<file path="config.mk">
export PLATFORM = sky130hd
export DESIGN_NAME = wfa_frame_assembler
export DESIGN_NICKNAME = d
export VERILOG_FILES = /design/src/core/wfa_pkg.sv /design/src/core/wfa_frame_assembler.sv /design/src/core/wfa_crc16.sv
export SDC_FILE = /design/constraint.sdc
export NUM_CORES = 1
export LEC_CHECK = 0
export ABC_AREA = 1
export ABC_CLOCK_PERIOD_IN_PS = 3370
export BUFFER_PORTS_ARGS = -buffer_cell sky130_fd_sc_hd__buf_2
export CORE_UTILIZATION = 59
export CTS_CLUSTER_DIAMETER = 60
export CTS_CLUSTER_SIZE = 28
export DETAILED_ROUTE_END_ITERATION = 16
export PLACE_DENSITY = 0.81
export RECOVER_POWER = 25
export REMOVE_ABC_BUFFERS = 1
export SYNTH_ARGS = -nofsm -noshare
export SYNTH_HDL_FRONTEND = slang
export SYNTH_SLANG_ARGS = --single-unit
</file>
<file path="constraint.sdc">
create_clock -name clk -period 3.37 [get_ports clk]
set_input_delay 0.1685 -clock clk [delete_from_list [all_inputs] [get_ports clk]]
set_output_delay 0.1685 -clock clk [all_outputs]
set_load 0.01 [all_outputs]
</file>
<file path="src/core/wfa_pkg.sv">
// Constants and types shared by the frame assembler and its CRC unit.
// Assumes one core clock and a synchronous active-high reset.
package wfa_pkg;

    // Channel range and centre-frequency mapping, in MHz
    localparam logic [4:0]  CHAN_MIN  = 5'h0b;     // Lowest channel, 11
    localparam logic [4:0]  CHAN_MAX  = 5'h1a;     // Highest channel, 26
    localparam logic [11:0] FREQ_BASE = 12'h965;   // 2405 MHz at channel 11
    localparam logic [11:0] FREQ_STEP = 12'h005;   // 5 MHz per channel
    localparam logic [11:0] FREQ_TOP  = 12'h9b0;   // 2480 MHz at channel 26

    // Fixed header bytes
    localparam logic [7:0]  PRE_BYTE  = 8'h00;     // Preamble byte value
    localparam logic [7:0]  SFD_BYTE  = 8'ha7;     // Start-of-frame delimiter
    localparam logic [15:0] FCF_WORD  = 16'h0801;  // Frame control field
    localparam logic [31:0] DST_WORD  = 32'hffffffff; // PAN id and address

    // Field lengths in bytes
    localparam logic [5:0]  PRE_LEN   = 6'h04;
    localparam logic [5:0]  ONE_LEN   = 6'h01;
    localparam logic [5:0]  FCF_LEN   = 6'h02;
    localparam logic [5:0]  ADDR_LEN  = 6'h04;
    localparam logic [5:0]  FCS_LEN   = 6'h02;

    // Payload sizes and resulting length bytes
    localparam logic [5:0]  PAY_DATA  = 6'h10;     // 16 bytes
    localparam logic [5:0]  PAY_COM   = 6'h25;     // 37 bytes
    localparam logic [5:0]  PAY_DECOM = 6'h0f;     // 15 bytes
    localparam logic [7:0]  LEN_OVH   = 8'h09;     // FCF, seq, addr, FCS
    localparam logic [7:0]  LEN_DATA  = 8'h19;
    localparam logic [7:0]  LEN_COM   = 8'h2e;
    localparam logic [7:0]  LEN_DECOM = 8'h18;

    // Data telegram command bytes inserted by the framer
    localparam logic [7:0]  CMD_PUSH  = 8'h69;
    localparam logic [7:0]  CMD_REL   = 8'h6a;
    localparam logic [5:0]  CMD_IDX   = 6'h0a;     // Payload index of command
    localparam logic [5:0]  STAT_IDX  = 6'h0b;     // Payload index of status

    // Reflected CRC16 for x^16+x^12+x^5+1, LSB-first over the air
    localparam logic [15:0] CRC_POLY  = 16'h8408;
    localparam logic [15:0] CRC_INIT  = 16'h0000;
    localparam logic [7:0]  SEQ_INIT  = 8'h00;

    // Telegram kinds
    typedef enum logic [1:0] {
        KIND_DATA  = 2'b00,
        KIND_COM   = 2'b01,
        KIND_DECOM = 2'b10
    } wfa_kind_type;

    // Frame builder states, one per field
    typedef enum logic [3:0] {
        ST_IDLE = 4'b0000,
        ST_PRE  = 4'b0001,
        ST_SFD  = 4'b0010,
        ST_LEN  = 4'b0011,
        ST_FCF  = 4'b0100,
        ST_SEQ  = 4'b0101,
        ST_ADDR = 4'b0110,
        ST_PAY  = 4'b0111,
        ST_FCS  = 4'b1000
    } wfa_state_type;

    // Frame request taken with the start pulse
    typedef struct packed {
        wfa_kind_type kind;   // Telegram kind
        logic [4:0]   chan;   // Channel number
        logic         push;   // Data telegram: 1 push, 0 release
        logic [7:0]   btn;    // Data telegram: button status byte
    } wfa_req_type;

    // One byte on the outgoing stream
    typedef struct packed {
        logic [7:0] data;
        logic       last;     // Final check sum byte
    } wfa_byte_type;

    // Payload byte count of a telegram kind
    function automatic logic [5:0] pay_len(input wfa_kind_type k);
        case (k)
            KIND_COM:   pay_len = PAY_COM;
            KIND_DECOM: pay_len = PAY_DECOM;
            default:    pay_len = PAY_DATA;
        endcase
    endfunction

endpackage

</file>
<file path="src/core/wfa_frame_assembler.sv">
// Frame assembler: builds one broadcast radio frame per accepted start pulse and
// streams it out byte by byte, lowest byte of each field first.
// Assumes the payload source supplies the payload bytes in order and the
// byte sink applies back-pressure through tx_ready.
`timescale 1ns/1ps
module wfa_frame_assembler
    import wfa_pkg::*;
(
    input  wire logic         clk,
    input  wire logic         rst,
    input  wire logic         start,      // Request a frame, one pulse
    input  wire wfa_req_type  req,        // Kind, channel, data fields
    input  wire logic         pay_valid,  // Payload byte offered
    input  wire logic [7:0]   pay_data,
    output logic              pay_ready,  // Payload byte taken
    output logic              tx_valid,   // Output byte present
    output wfa_byte_type      tx_byte,
    input  wire logic         tx_ready,   // Sink takes the byte
    output logic              busy,       // Frame in progress
    output logic              chan_err,   // Start refused, bad channel
    output logic [4:0]        chan_cur,   // Channel in use
    output logic [11:0]       freq_mhz    // Its centre frequency
);

    ////////////////////////////////////////////////////////////////////////
    // State
    wfa_state_type st_r;          // Field being produced
    wfa_state_type slot_st_r;     // Field of the byte now on the output
    logic [5:0]    cnt_r;         // Byte index within the field
    logic [5:0]    slot_cnt_r;    // Index of the byte now on the output
    wfa_req_type   req_r;         // Request held for the frame
    logic [7:0]    seq_r;         // Sequence number of this frame
    logic          tx_valid_r;    // Output slot full
    wfa_byte_type  tx_byte_r;     // Output slot contents
    logic          chan_err_r;
    logic [4:0]    chan_r;
    logic [11:0]   freq_r;
    logic [15:0]   crc;           // Running check sum

    // Combinational
    logic          take;          // Start accepted this cycle
    logic          chan_ok;       // Requested channel in range
    logic          ins;           // Payload byte made here, not taken
    logic          load;          // Output slot loads a byte
    logic          fld_end;       // Last byte of the current field
    logic          crc_en;
    logic [7:0]    byte_nxt;
    logic [5:0]    flen;

    // Bytes of the current field
    function automatic logic [5:0] fld_len(input wfa_state_type s,
                                           input wfa_kind_type  k);
        case (s)
            ST_PRE:  fld_len = PRE_LEN;
            ST_FCF:  fld_len = FCF_LEN;
            ST_ADDR: fld_len = ADDR_LEN;
            ST_PAY:  fld_len = pay_len(k);
            ST_FCS:  fld_len = FCS_LEN;
            default: fld_len = ONE_LEN;
        endcase
    endfunction

    ////////////////////////////////////////////////////////////////////////
    // Request acceptance; a bad channel never starts a frame
    assign chan_ok = (req.chan >= CHAN_MIN) && (req.chan <= CHAN_MAX);
    assign take    = start && (st_r == ST_IDLE) && chan_ok;

    ////////////////////////////////////////////////////////////////////////
    // Next output byte for the current field and index
    always_comb
    begin
        flen     = fld_len(st_r, req_r.kind);
        fld_end  = (cnt_r == flen - 6'h01);
        ins      = (st_r == ST_PAY) && (req_r.kind == KIND_DATA) &&
                   (cnt_r == CMD_IDX || cnt_r == STAT_IDX);
        load     = (!tx_valid_r || tx_ready) && (st_r != ST_IDLE) &&
                   (st_r != ST_PAY || ins || pay_valid);
        byte_nxt = PRE_BYTE;
        case (st_r)
            ST_SFD:  byte_nxt = SFD_BYTE;
            ST_LEN:  byte_nxt = {2'b00, pay_len(req_r.kind)}
                                + LEN_OVH;
            // Low byte first, so 0x01 then 0x08
            ST_FCF:  byte_nxt = cnt_r[0] ? FCF_WORD[15:8]
                                         : FCF_WORD[7:0];
            ST_SEQ:  byte_nxt = seq_r;
            ST_ADDR: byte_nxt = DST_WORD[8*cnt_r[1:0] +: 8];
            ST_PAY:
            begin
                // Command and status slots of a data telegram
                if (ins && cnt_r == CMD_IDX)
                    byte_nxt = req_r.push ? CMD_PUSH : CMD_REL;
                else if (ins)
                    byte_nxt = req_r.btn;
                else
                    byte_nxt = pay_data;
            end
            ST_FCS:  byte_nxt = cnt_r[0] ? crc[15:8] : crc[7:0];
            default: byte_nxt = PRE_BYTE;
        endcase
        // Sum covers length byte through payload only
        crc_en = load && (st_r >= ST_LEN) && (st_r <= ST_PAY);
    end

    // Payload source is only drained when the slot can take its byte
    assign pay_ready = (!tx_valid_r || tx_ready) && (st_r == ST_PAY) &&
                       !ins;

    ////////////////////////////////////////////////////////////////////////
    // Field sequencer; the payload directly follows the address
    always_ff @(posedge clk)
    begin
        if (rst)
        begin
            st_r  <= ST_IDLE;
            cnt_r <= 6'h00;
        end
        else if (take)
        begin
            st_r  <= ST_PRE;
            cnt_r <= 6'h00;
        end
        else if (load && !fld_end)
            cnt_r <= cnt_r + 6'h01;
        else if (load)
        begin
            cnt_r <= 6'h00;
            case (st_r)
                ST_PRE:  st_r <= ST_SFD;
                ST_SFD:  st_r <= ST_LEN;
                ST_LEN:  st_r <= ST_FCF;
                ST_FCF:  st_r <= ST_SEQ;
                ST_SEQ:  st_r <= ST_ADDR;
                ST_ADDR: st_r <= ST_PAY;
                ST_PAY:  st_r <= ST_FCS;
                default: st_r <= ST_IDLE;
            endcase
        end
    end

    ////////////////////////////////////////////////////////////////////////
    // Request latch; kind fixes the payload size for the whole frame
    always_ff @(posedge clk)
    begin
        if (rst)
            req_r <= '{KIND_DATA, CHAN_MIN, 1'b0, 8'h00};
        else if (take)
            req_r <= req;
    end

    ////////////////////////////////////////////////////////////////////////
    // Channel and frequency; a refused request leaves both unchanged
    always_ff @(posedge clk)
    begin
        if (rst)
        begin
            chan_r     <= CHAN_MIN;
            freq_r     <= FREQ_BASE;
            chan_err_r <= 1'b0;
        end
        else
        begin
            chan_err_r <= start && (st_r == ST_IDLE) && !chan_ok;
            if (take)
            begin
                chan_r <= req.chan;
                freq_r <= FREQ_BASE + 12'(({7'h00, req.chan} -
                          {7'h00, CHAN_MIN}) * FREQ_STEP);
            end
        end
    end

    ////////////////////////////////////////////////////////////////////////
    // Sequence number advances as the final byte is loaded
    always_ff @(posedge clk)
    begin
        if (rst)
            seq_r <= SEQ_INIT;
        else if (load && st_r == ST_FCS && fld_end)
            seq_r <= seq_r + 8'h01;
    end

    ////////////////////////////////////////////////////////////////////////
    // Output slot; one registered byte, held until the sink takes it
    always_ff @(posedge clk)
    begin
        if (rst)
        begin
            tx_valid_r <= 1'b0;
            tx_byte_r  <= '0;
            slot_st_r  <= ST_IDLE;
            slot_cnt_r <= 6'h00;
        end
        else if (load)
        begin
            tx_valid_r <= 1'b1;
            tx_byte_r  <= '{byte_nxt, (st_r == ST_FCS) && fld_end};
            slot_st_r  <= st_r;
            slot_cnt_r <= cnt_r;
        end
        else if (tx_ready)
            tx_valid_r <= 1'b0;
    end

    ////////////////////////////////////////////////////////////////////////
    // Check sum unit, cleared at each accepted start
    wfa_crc16 u_crc
    (
        .clk   (clk),
        .rst   (rst),
        .clr   (take),
        .en    (crc_en),
        .din   (byte_nxt),
        .crc_r (crc)
    );

    assign tx_valid = tx_valid_r;
    assign tx_byte  = tx_byte_r;
    assign busy     = (st_r != ST_IDLE) || tx_valid_r;
    assign chan_err = chan_err_r;
    assign chan_cur = chan_r;
    assign freq_mhz = freq_r;

    ////////////////////////////////////////////////////////////////////////
    // Checks on the produced stream
    logic tx_hs;
    assign tx_hs = tx_valid_r && tx_ready;
endmodule

</file>
<file path="src/core/wfa_crc16.sv">
// Running CRC16 over the bytes of a frame, LSB of each byte first.
// Assumes the caller clears it before a frame and enables it per byte.
`timescale 1ns/1ps
module wfa_crc16
    import wfa_pkg::*;
(
    input  wire logic        clk,
    input  wire logic        rst,
    input  wire logic        clr,    // Restart at the initial value
    input  wire logic        en,     // Fold din into the sum
    input  wire logic [7:0]  din,
    output logic      [15:0] crc_r   // Current sum, low byte sent first
);

    ////////////////////////////////////////////////////////////////////////
    // One byte folded bit by bit in reflected form
    function automatic logic [15:0] crc_byte(input logic [15:0] c,
                                             input logic [7:0]  d);
        logic [15:0] r;
        r = c;
        for (int i = 0; i < 8; i++)
        begin
            if (r[0] ^ d[i])
                r = (r >> 1) ^ CRC_POLY;
            else
                r = r >> 1;
        end
        crc_byte = r;
    endfunction

    ////////////////////////////////////////////////////////////////////////
    // Sum register; clear wins so a new frame never inherits old bytes
    always_ff @(posedge clk)
    begin
        if (rst || clr)
            crc_r <= CRC_INIT;
        else if (en)
            crc_r <= crc_byte(crc_r, din);
    end

endmodule

</file>
# After elaboration in Yosys (flattened, before gate mapping)
# Cells that the tools add are included.
# word_totals
ff_bits	73
out_inout_bits	30
word_cells	135
# classes
add_sub_neg	6
multipliers	1
n_lt_le_gt_ge	4
n_eq_ne	15
n_shift	1
muxes	39
bitwise	17
reduce_logical	38
# op_table
operator	count
$mux 16	22
$pmux 8 s7	1
$shiftx 32x6->8 const A	1
$pmux 4 s7	1
$mux 8	3
$not 2->3	8
$mux 6	3
$pmux 6 s3	1
$logic_and 1x1->1	17
$eq 4x3->1 const B	4
$add 12x12->12 const A	1
$eq 6x4->1 const B	2
$pmux 6 s2	1
$mul 6x4->10 const B	1
$add 8x1->8 const B	1
$eq 4x2->1 const B	2
$xor 1x1->1	8
$add 6x4->7 const B	1
$add 6x1->6 const B	1
$eq 6x6->1	1
$logic_or 1x1->1	6
$reduce_bool 2->1	3
$reduce_or 2->1	3
$sub 5x4->6 const B	1
20 further kinds	28

# Logic depth before layout (Yosys ltp)
# depth
ltp_word	36
depth_mapped	20

# Modules after synthesis
# Synthesis repeated with hierarchy kept, for this count alone.
# unflattened
cells_unflattened	685
hier_area_um2	4553.1
# modules_own_cells
mod	n_inst	cells_per_inst	area_each_um2	seq_area_each_um2
wfa_frame_assembler	1	512	3509.6	1121.1
wfa_crc16	1	173	1043.5	320.3

# Worst setup path before layout
# Ideal clock, no wire load.
# synth_timing
kind	input-to-reg
from	in req[9] (netlist name)
to	reg freq_r[9], in the netlist freq_mhz[9]
setup_time_ns	0.122
t_arrival_ns	2.565
required_ns	3.248
path_slack_ns	0.683
stages	14
n_path_buf	0
cell_sequence	ha_1 -> o21ai_0 -> xor2_1 -> ha_1 -> fa_1 -> inv_1 -> nor3b_1 -> o21ai_0 -> nand2_1 -> inv_1 -> nand2_1 -> inv_1 -> nor2_1 -> a21oi_1
# synth_via
elab_chain_len	3
elab_cells_between_ends	7
# synth_rtl
item	line	rtl
start, declared	wfa_frame_assembler.sv:12	input wire wfa_req_type req,
$sub 5x4->6 (tied with other cells)	wfa_frame_assembler.sv:167	freq_r <= FREQ_BASE + 12'(({7'h00, req.chan} -
$mul 6x4->10 or $logic_and 1x1->1 (tied branches)	wfa_frame_assembler.sv:168, wfa_frame_assembler.sv:65	
$add 12x12->12 or $logic_and 1x1->1 (tied branches)	wfa_frame_assembler.sv:167, wfa_frame_assembler.sv:66	
end signal, assigned	wfa_frame_assembler.sv:167	
end, declared	wfa_frame_assembler.sv:37	logic [11:0] freq_r;
# Parallel ways exist; a longest one is shown, timed or not.
# A chain may end at the register's enable or synchronous reset.

# Worst setup path after layout
# Ends and elaborated chain as after synthesis.

==> results.md <==
- Fin cells: 868
- Critical-path cell list: buf_2, ha_1, o21ai_0, xor2_1, ha_1, fa_1, inv_1, nor3b_1, o21ai_0, nand2_1, inv_1, nand2_1, inv_1, nor2_1, a21oi_1
- Vias: 4840
- Critical path's slowest cell: fa_1
- Site Rows: 32
- #FFs+latches synth: 72
- CTS resizes: 0
- Gr usage total: 0.292
- Fill count: 710
- Pre-antenna DRT Iters: 5
- Area growth syn-to-layout: 11.3%
- Critical Path Source: req[9]
- First-pass GRT wire length: 19300 µm
- Initial core utilization: 0.606
- Sequential share of power: 0.442
- Design Power: 0.00208 W
- Total negative slack: 0 ps
- Post-Place Cells: 853
- Reg2Reg Depth: 18
- Sw Pwr: 0.000635 W
- Final hold viol count: 0
- Hold Crit Class: input pin to flop
- Comb pwr share: 0.213
- RSZ-0062 raised after global routing: false
- Reg2Reg Launch Point: st_r[3]
- Clock Latency Late Sink: 350 ps
- NumNets Final: 811
- Final worst-path cycle share: 0.859
- Core area: 0.00769 mm²
- Layout cells sized above 1: 0.114
- # IOs: 59
- Fmax: 345 MHz
- Post-DRT Antenna Nets: 0
- Final Slew Violations: 0
- CTS tree: yes
- Worst Path Max Fanout: 4
- Post-CTS Setup Inserts: 0
- Data required time of the worst path: 3600 ps
- Clock Path Buffers: 2
- Slew Limit Headroom: 0.501
- Critical Path Start Type: input pin
- Max Cap Viol: 0
- Outcome: finished, final reports clean
- Post-synth ARST share: 0
- Internal reg-to-reg setup slack: 490 ps
- Iteration-0 DRC Markers: 348
- Clock-pin slew on the worst setup and hold paths: 70 ps
- Peak VDD IR: 0.303 mV
- Routability cong.: 0.909
- Initial antenna violation count: 0
- Area of the multi-input gates: 0.00271 mm²
- Crit path kind: input pin to flop
- Syn Area/Cell: 6.62 µm²
- Synthesized instance count: 703
- Power Density: 401 mW/mm²
- DP HPWL: 9010 µm
- GR Overflow Total: 0
- Total CTS buffers: 9
- Crit path to: freq_mhz[9]
- DRC: 0
- Cell area after synthesis: 0.00466 mm²
- Die Footprint: 0.00825 mm²
- Synthesis Warnings: 0
- H-tree levels: 3
- Worst path arrival time: 3130 ps
- Leakage: 2.50 nW
- Most frequent CP cell: inv_1
- R2R Path End: cnt_r[2]
- Total wire length: 12100 µm
- Crit path time final: 2900 ps
- CP max stage delay: 590 ps
- CTS Root Cell: clkbuf_8
- Clock sinks: 72
- Vias in the first global route: 4304
- Synth unique cells: 41
- Post-synth EDFFs: 0
- Sw Ratio: 0.305
- Die Width: 90.8 µm
- Vias per Instance: 5.58
- Crit path capture type: flop
- Largest net degree at the start of global routing: 36
- Post-synth top flop: dfxtp_1
- Clock group share of total power: 0.345
- Register area: 0.00144 mm²
- Final setup vio count: 0
- WL per Instance: 13.9 µm
- Die Y: 90.8 µm
- Internal Power: 0.00144 W
- Worst Skew: 7.99 ps
- CTS Hold Buffers Added: 0
- Sequential area share after synthesis: 0.310
- Diode count: 0
- I/O Buffers: 58
- Actual slew at the worst max-slew pin: 747 ps
worst min path at each step:
stage	to	cells past startpoint	slack, ps	startpoint
4_1_cts	req_r[2]	3	20	req[2]
3_5_place_dp	req_r[2]	3	370	req[2]
2_1_floorplan	seq_r[0]	1	240	rst
3_3_place_gp	req_r[6]	3	370	req[6]
6_report	req_r[6]	3	20	req[6]
5_1_grt	req_r[2]	3	20	req[2]
state kept, by name (all words and copies together) (netlist names):
register,cells
u_crc.crc_r,16
chan_err,1
req_r,11
chan_cur,5
st_r,4
tx_byte,9
seq_r,8
freq_mhz,11
tx_valid,1
cnt_r,6
cell usage after synthesis, types with 5 or more instances:
library cell,instances,share of area
nand2_1,171,0.14
inv_1,101,0.081
nand3_1,88,0.095
dfxtp_1,72,0.31
nor2_1,47,0.038
a21oi_1,41,0.044
o21ai_0,41,0.044
xor2_1,21,0.039
ha_1,19,0.051
nand4_1,13,0.017
a31oi_1,10,0.013
nand2_2,8,0.011
nor2_2,8,0.011
nor3_1,5,0.0054
o211ai_1,5,0.0081
o21ai_1,5,0.0054
metal layers:
| metal | share of wire | GRT usage | up-vias |
|---|---|---|---|
| met2 | 0.47 | 0.483 | 203 |
| met1 | 0.44 | 0.368 | 2212 |
| met3 | 0.079 | 0.0690 | 23 |
| met4 | 0.018 | 0.106 | 0 |
| met5 | 0 | 0 | - |
| li1 | - | - | 2402 |
area by class of cell:
type / count / area share
multi-input combinational: 510 / 0.522
sequential: 72 / 0.278
inverter: 104 / 0.0758
timing repair buffer: 65 / 0.0601
clock buffer: 12 / 0.0319
tap: 102 / 0.0246
clock inverter: 3 / 0.00772
cells by family after synthesis:
kind of cell	count (synthesis)	share of synthesized area
DFF	72	0.310
xor gates and xnor gates	24	0.0451
adders and majority gates	20	0.0553
and+or+nand+nor	353	0.343
AOI/OAI and AO/OA	113	0.138
buffers and inverters	121	0.109
stage by stage:
step / hold WS, ps / area [µm²] / setup slack [ps] / utilization
floorplan: 238 / 4540 / 683 / -
global placement: 368 / 5010 / 389 / 0.652
detailed placement: 374 / 5010 / 217 / 0.652
CTS: 15.5 / 5220 / 538 / 0.679
global route: 22.3 / 5180 / 252 / 0.674
finish: 21.7 / 5180 / 474 / 0.674
worst max-delay path, delay by kind of cell:
kind	cells	cell delay [ps]
buffers and inverters	4	300
and+or+nand+nor	4	640
adders and majority gates	3	1130
xor gates and xnor gates	1	290
AOI/OAI and AO/OA	3	620
power groups by stage:
stage / Combinational (W) / Clock (W) / Sequential (W)
after floorplan: 0.000273 / 0 / 0.000954
after global placement: 0.000426 / 0 / 0.000936
after detailed placement: 0.000440 / 0 / 0.000937
after CTS: 0.000444 / 0.000716 / 0.000918
after global routing: 0.000485 / 0.000754 / 0.000923
final: 0.000443 / 0.000716 / 0.000919
layout by cell type (no fill, tap or decap), types with 3 or more instances in the layout:
master    instances
o22ai_1           4
inv_1           101
xnor2_1           3
ha_1             19
o211ai_1          5
xor2_1           21
nand4_1          13
nand2_4           4
nand2_1         171
a21oi_1          41
a21oi_2           3
buf_2            33
o21ai_1           5
nor3_1            5
nand2_2           8
clkbuf_8         12
buf_4             7
dfxtp_1          72
nor2_2            8
nor2_1           47
a31oi_1          10
clkbuf_1         25
nand3_1          88
o21ai_0          41
Note: power is estimated with default switching activity, not from simulation.
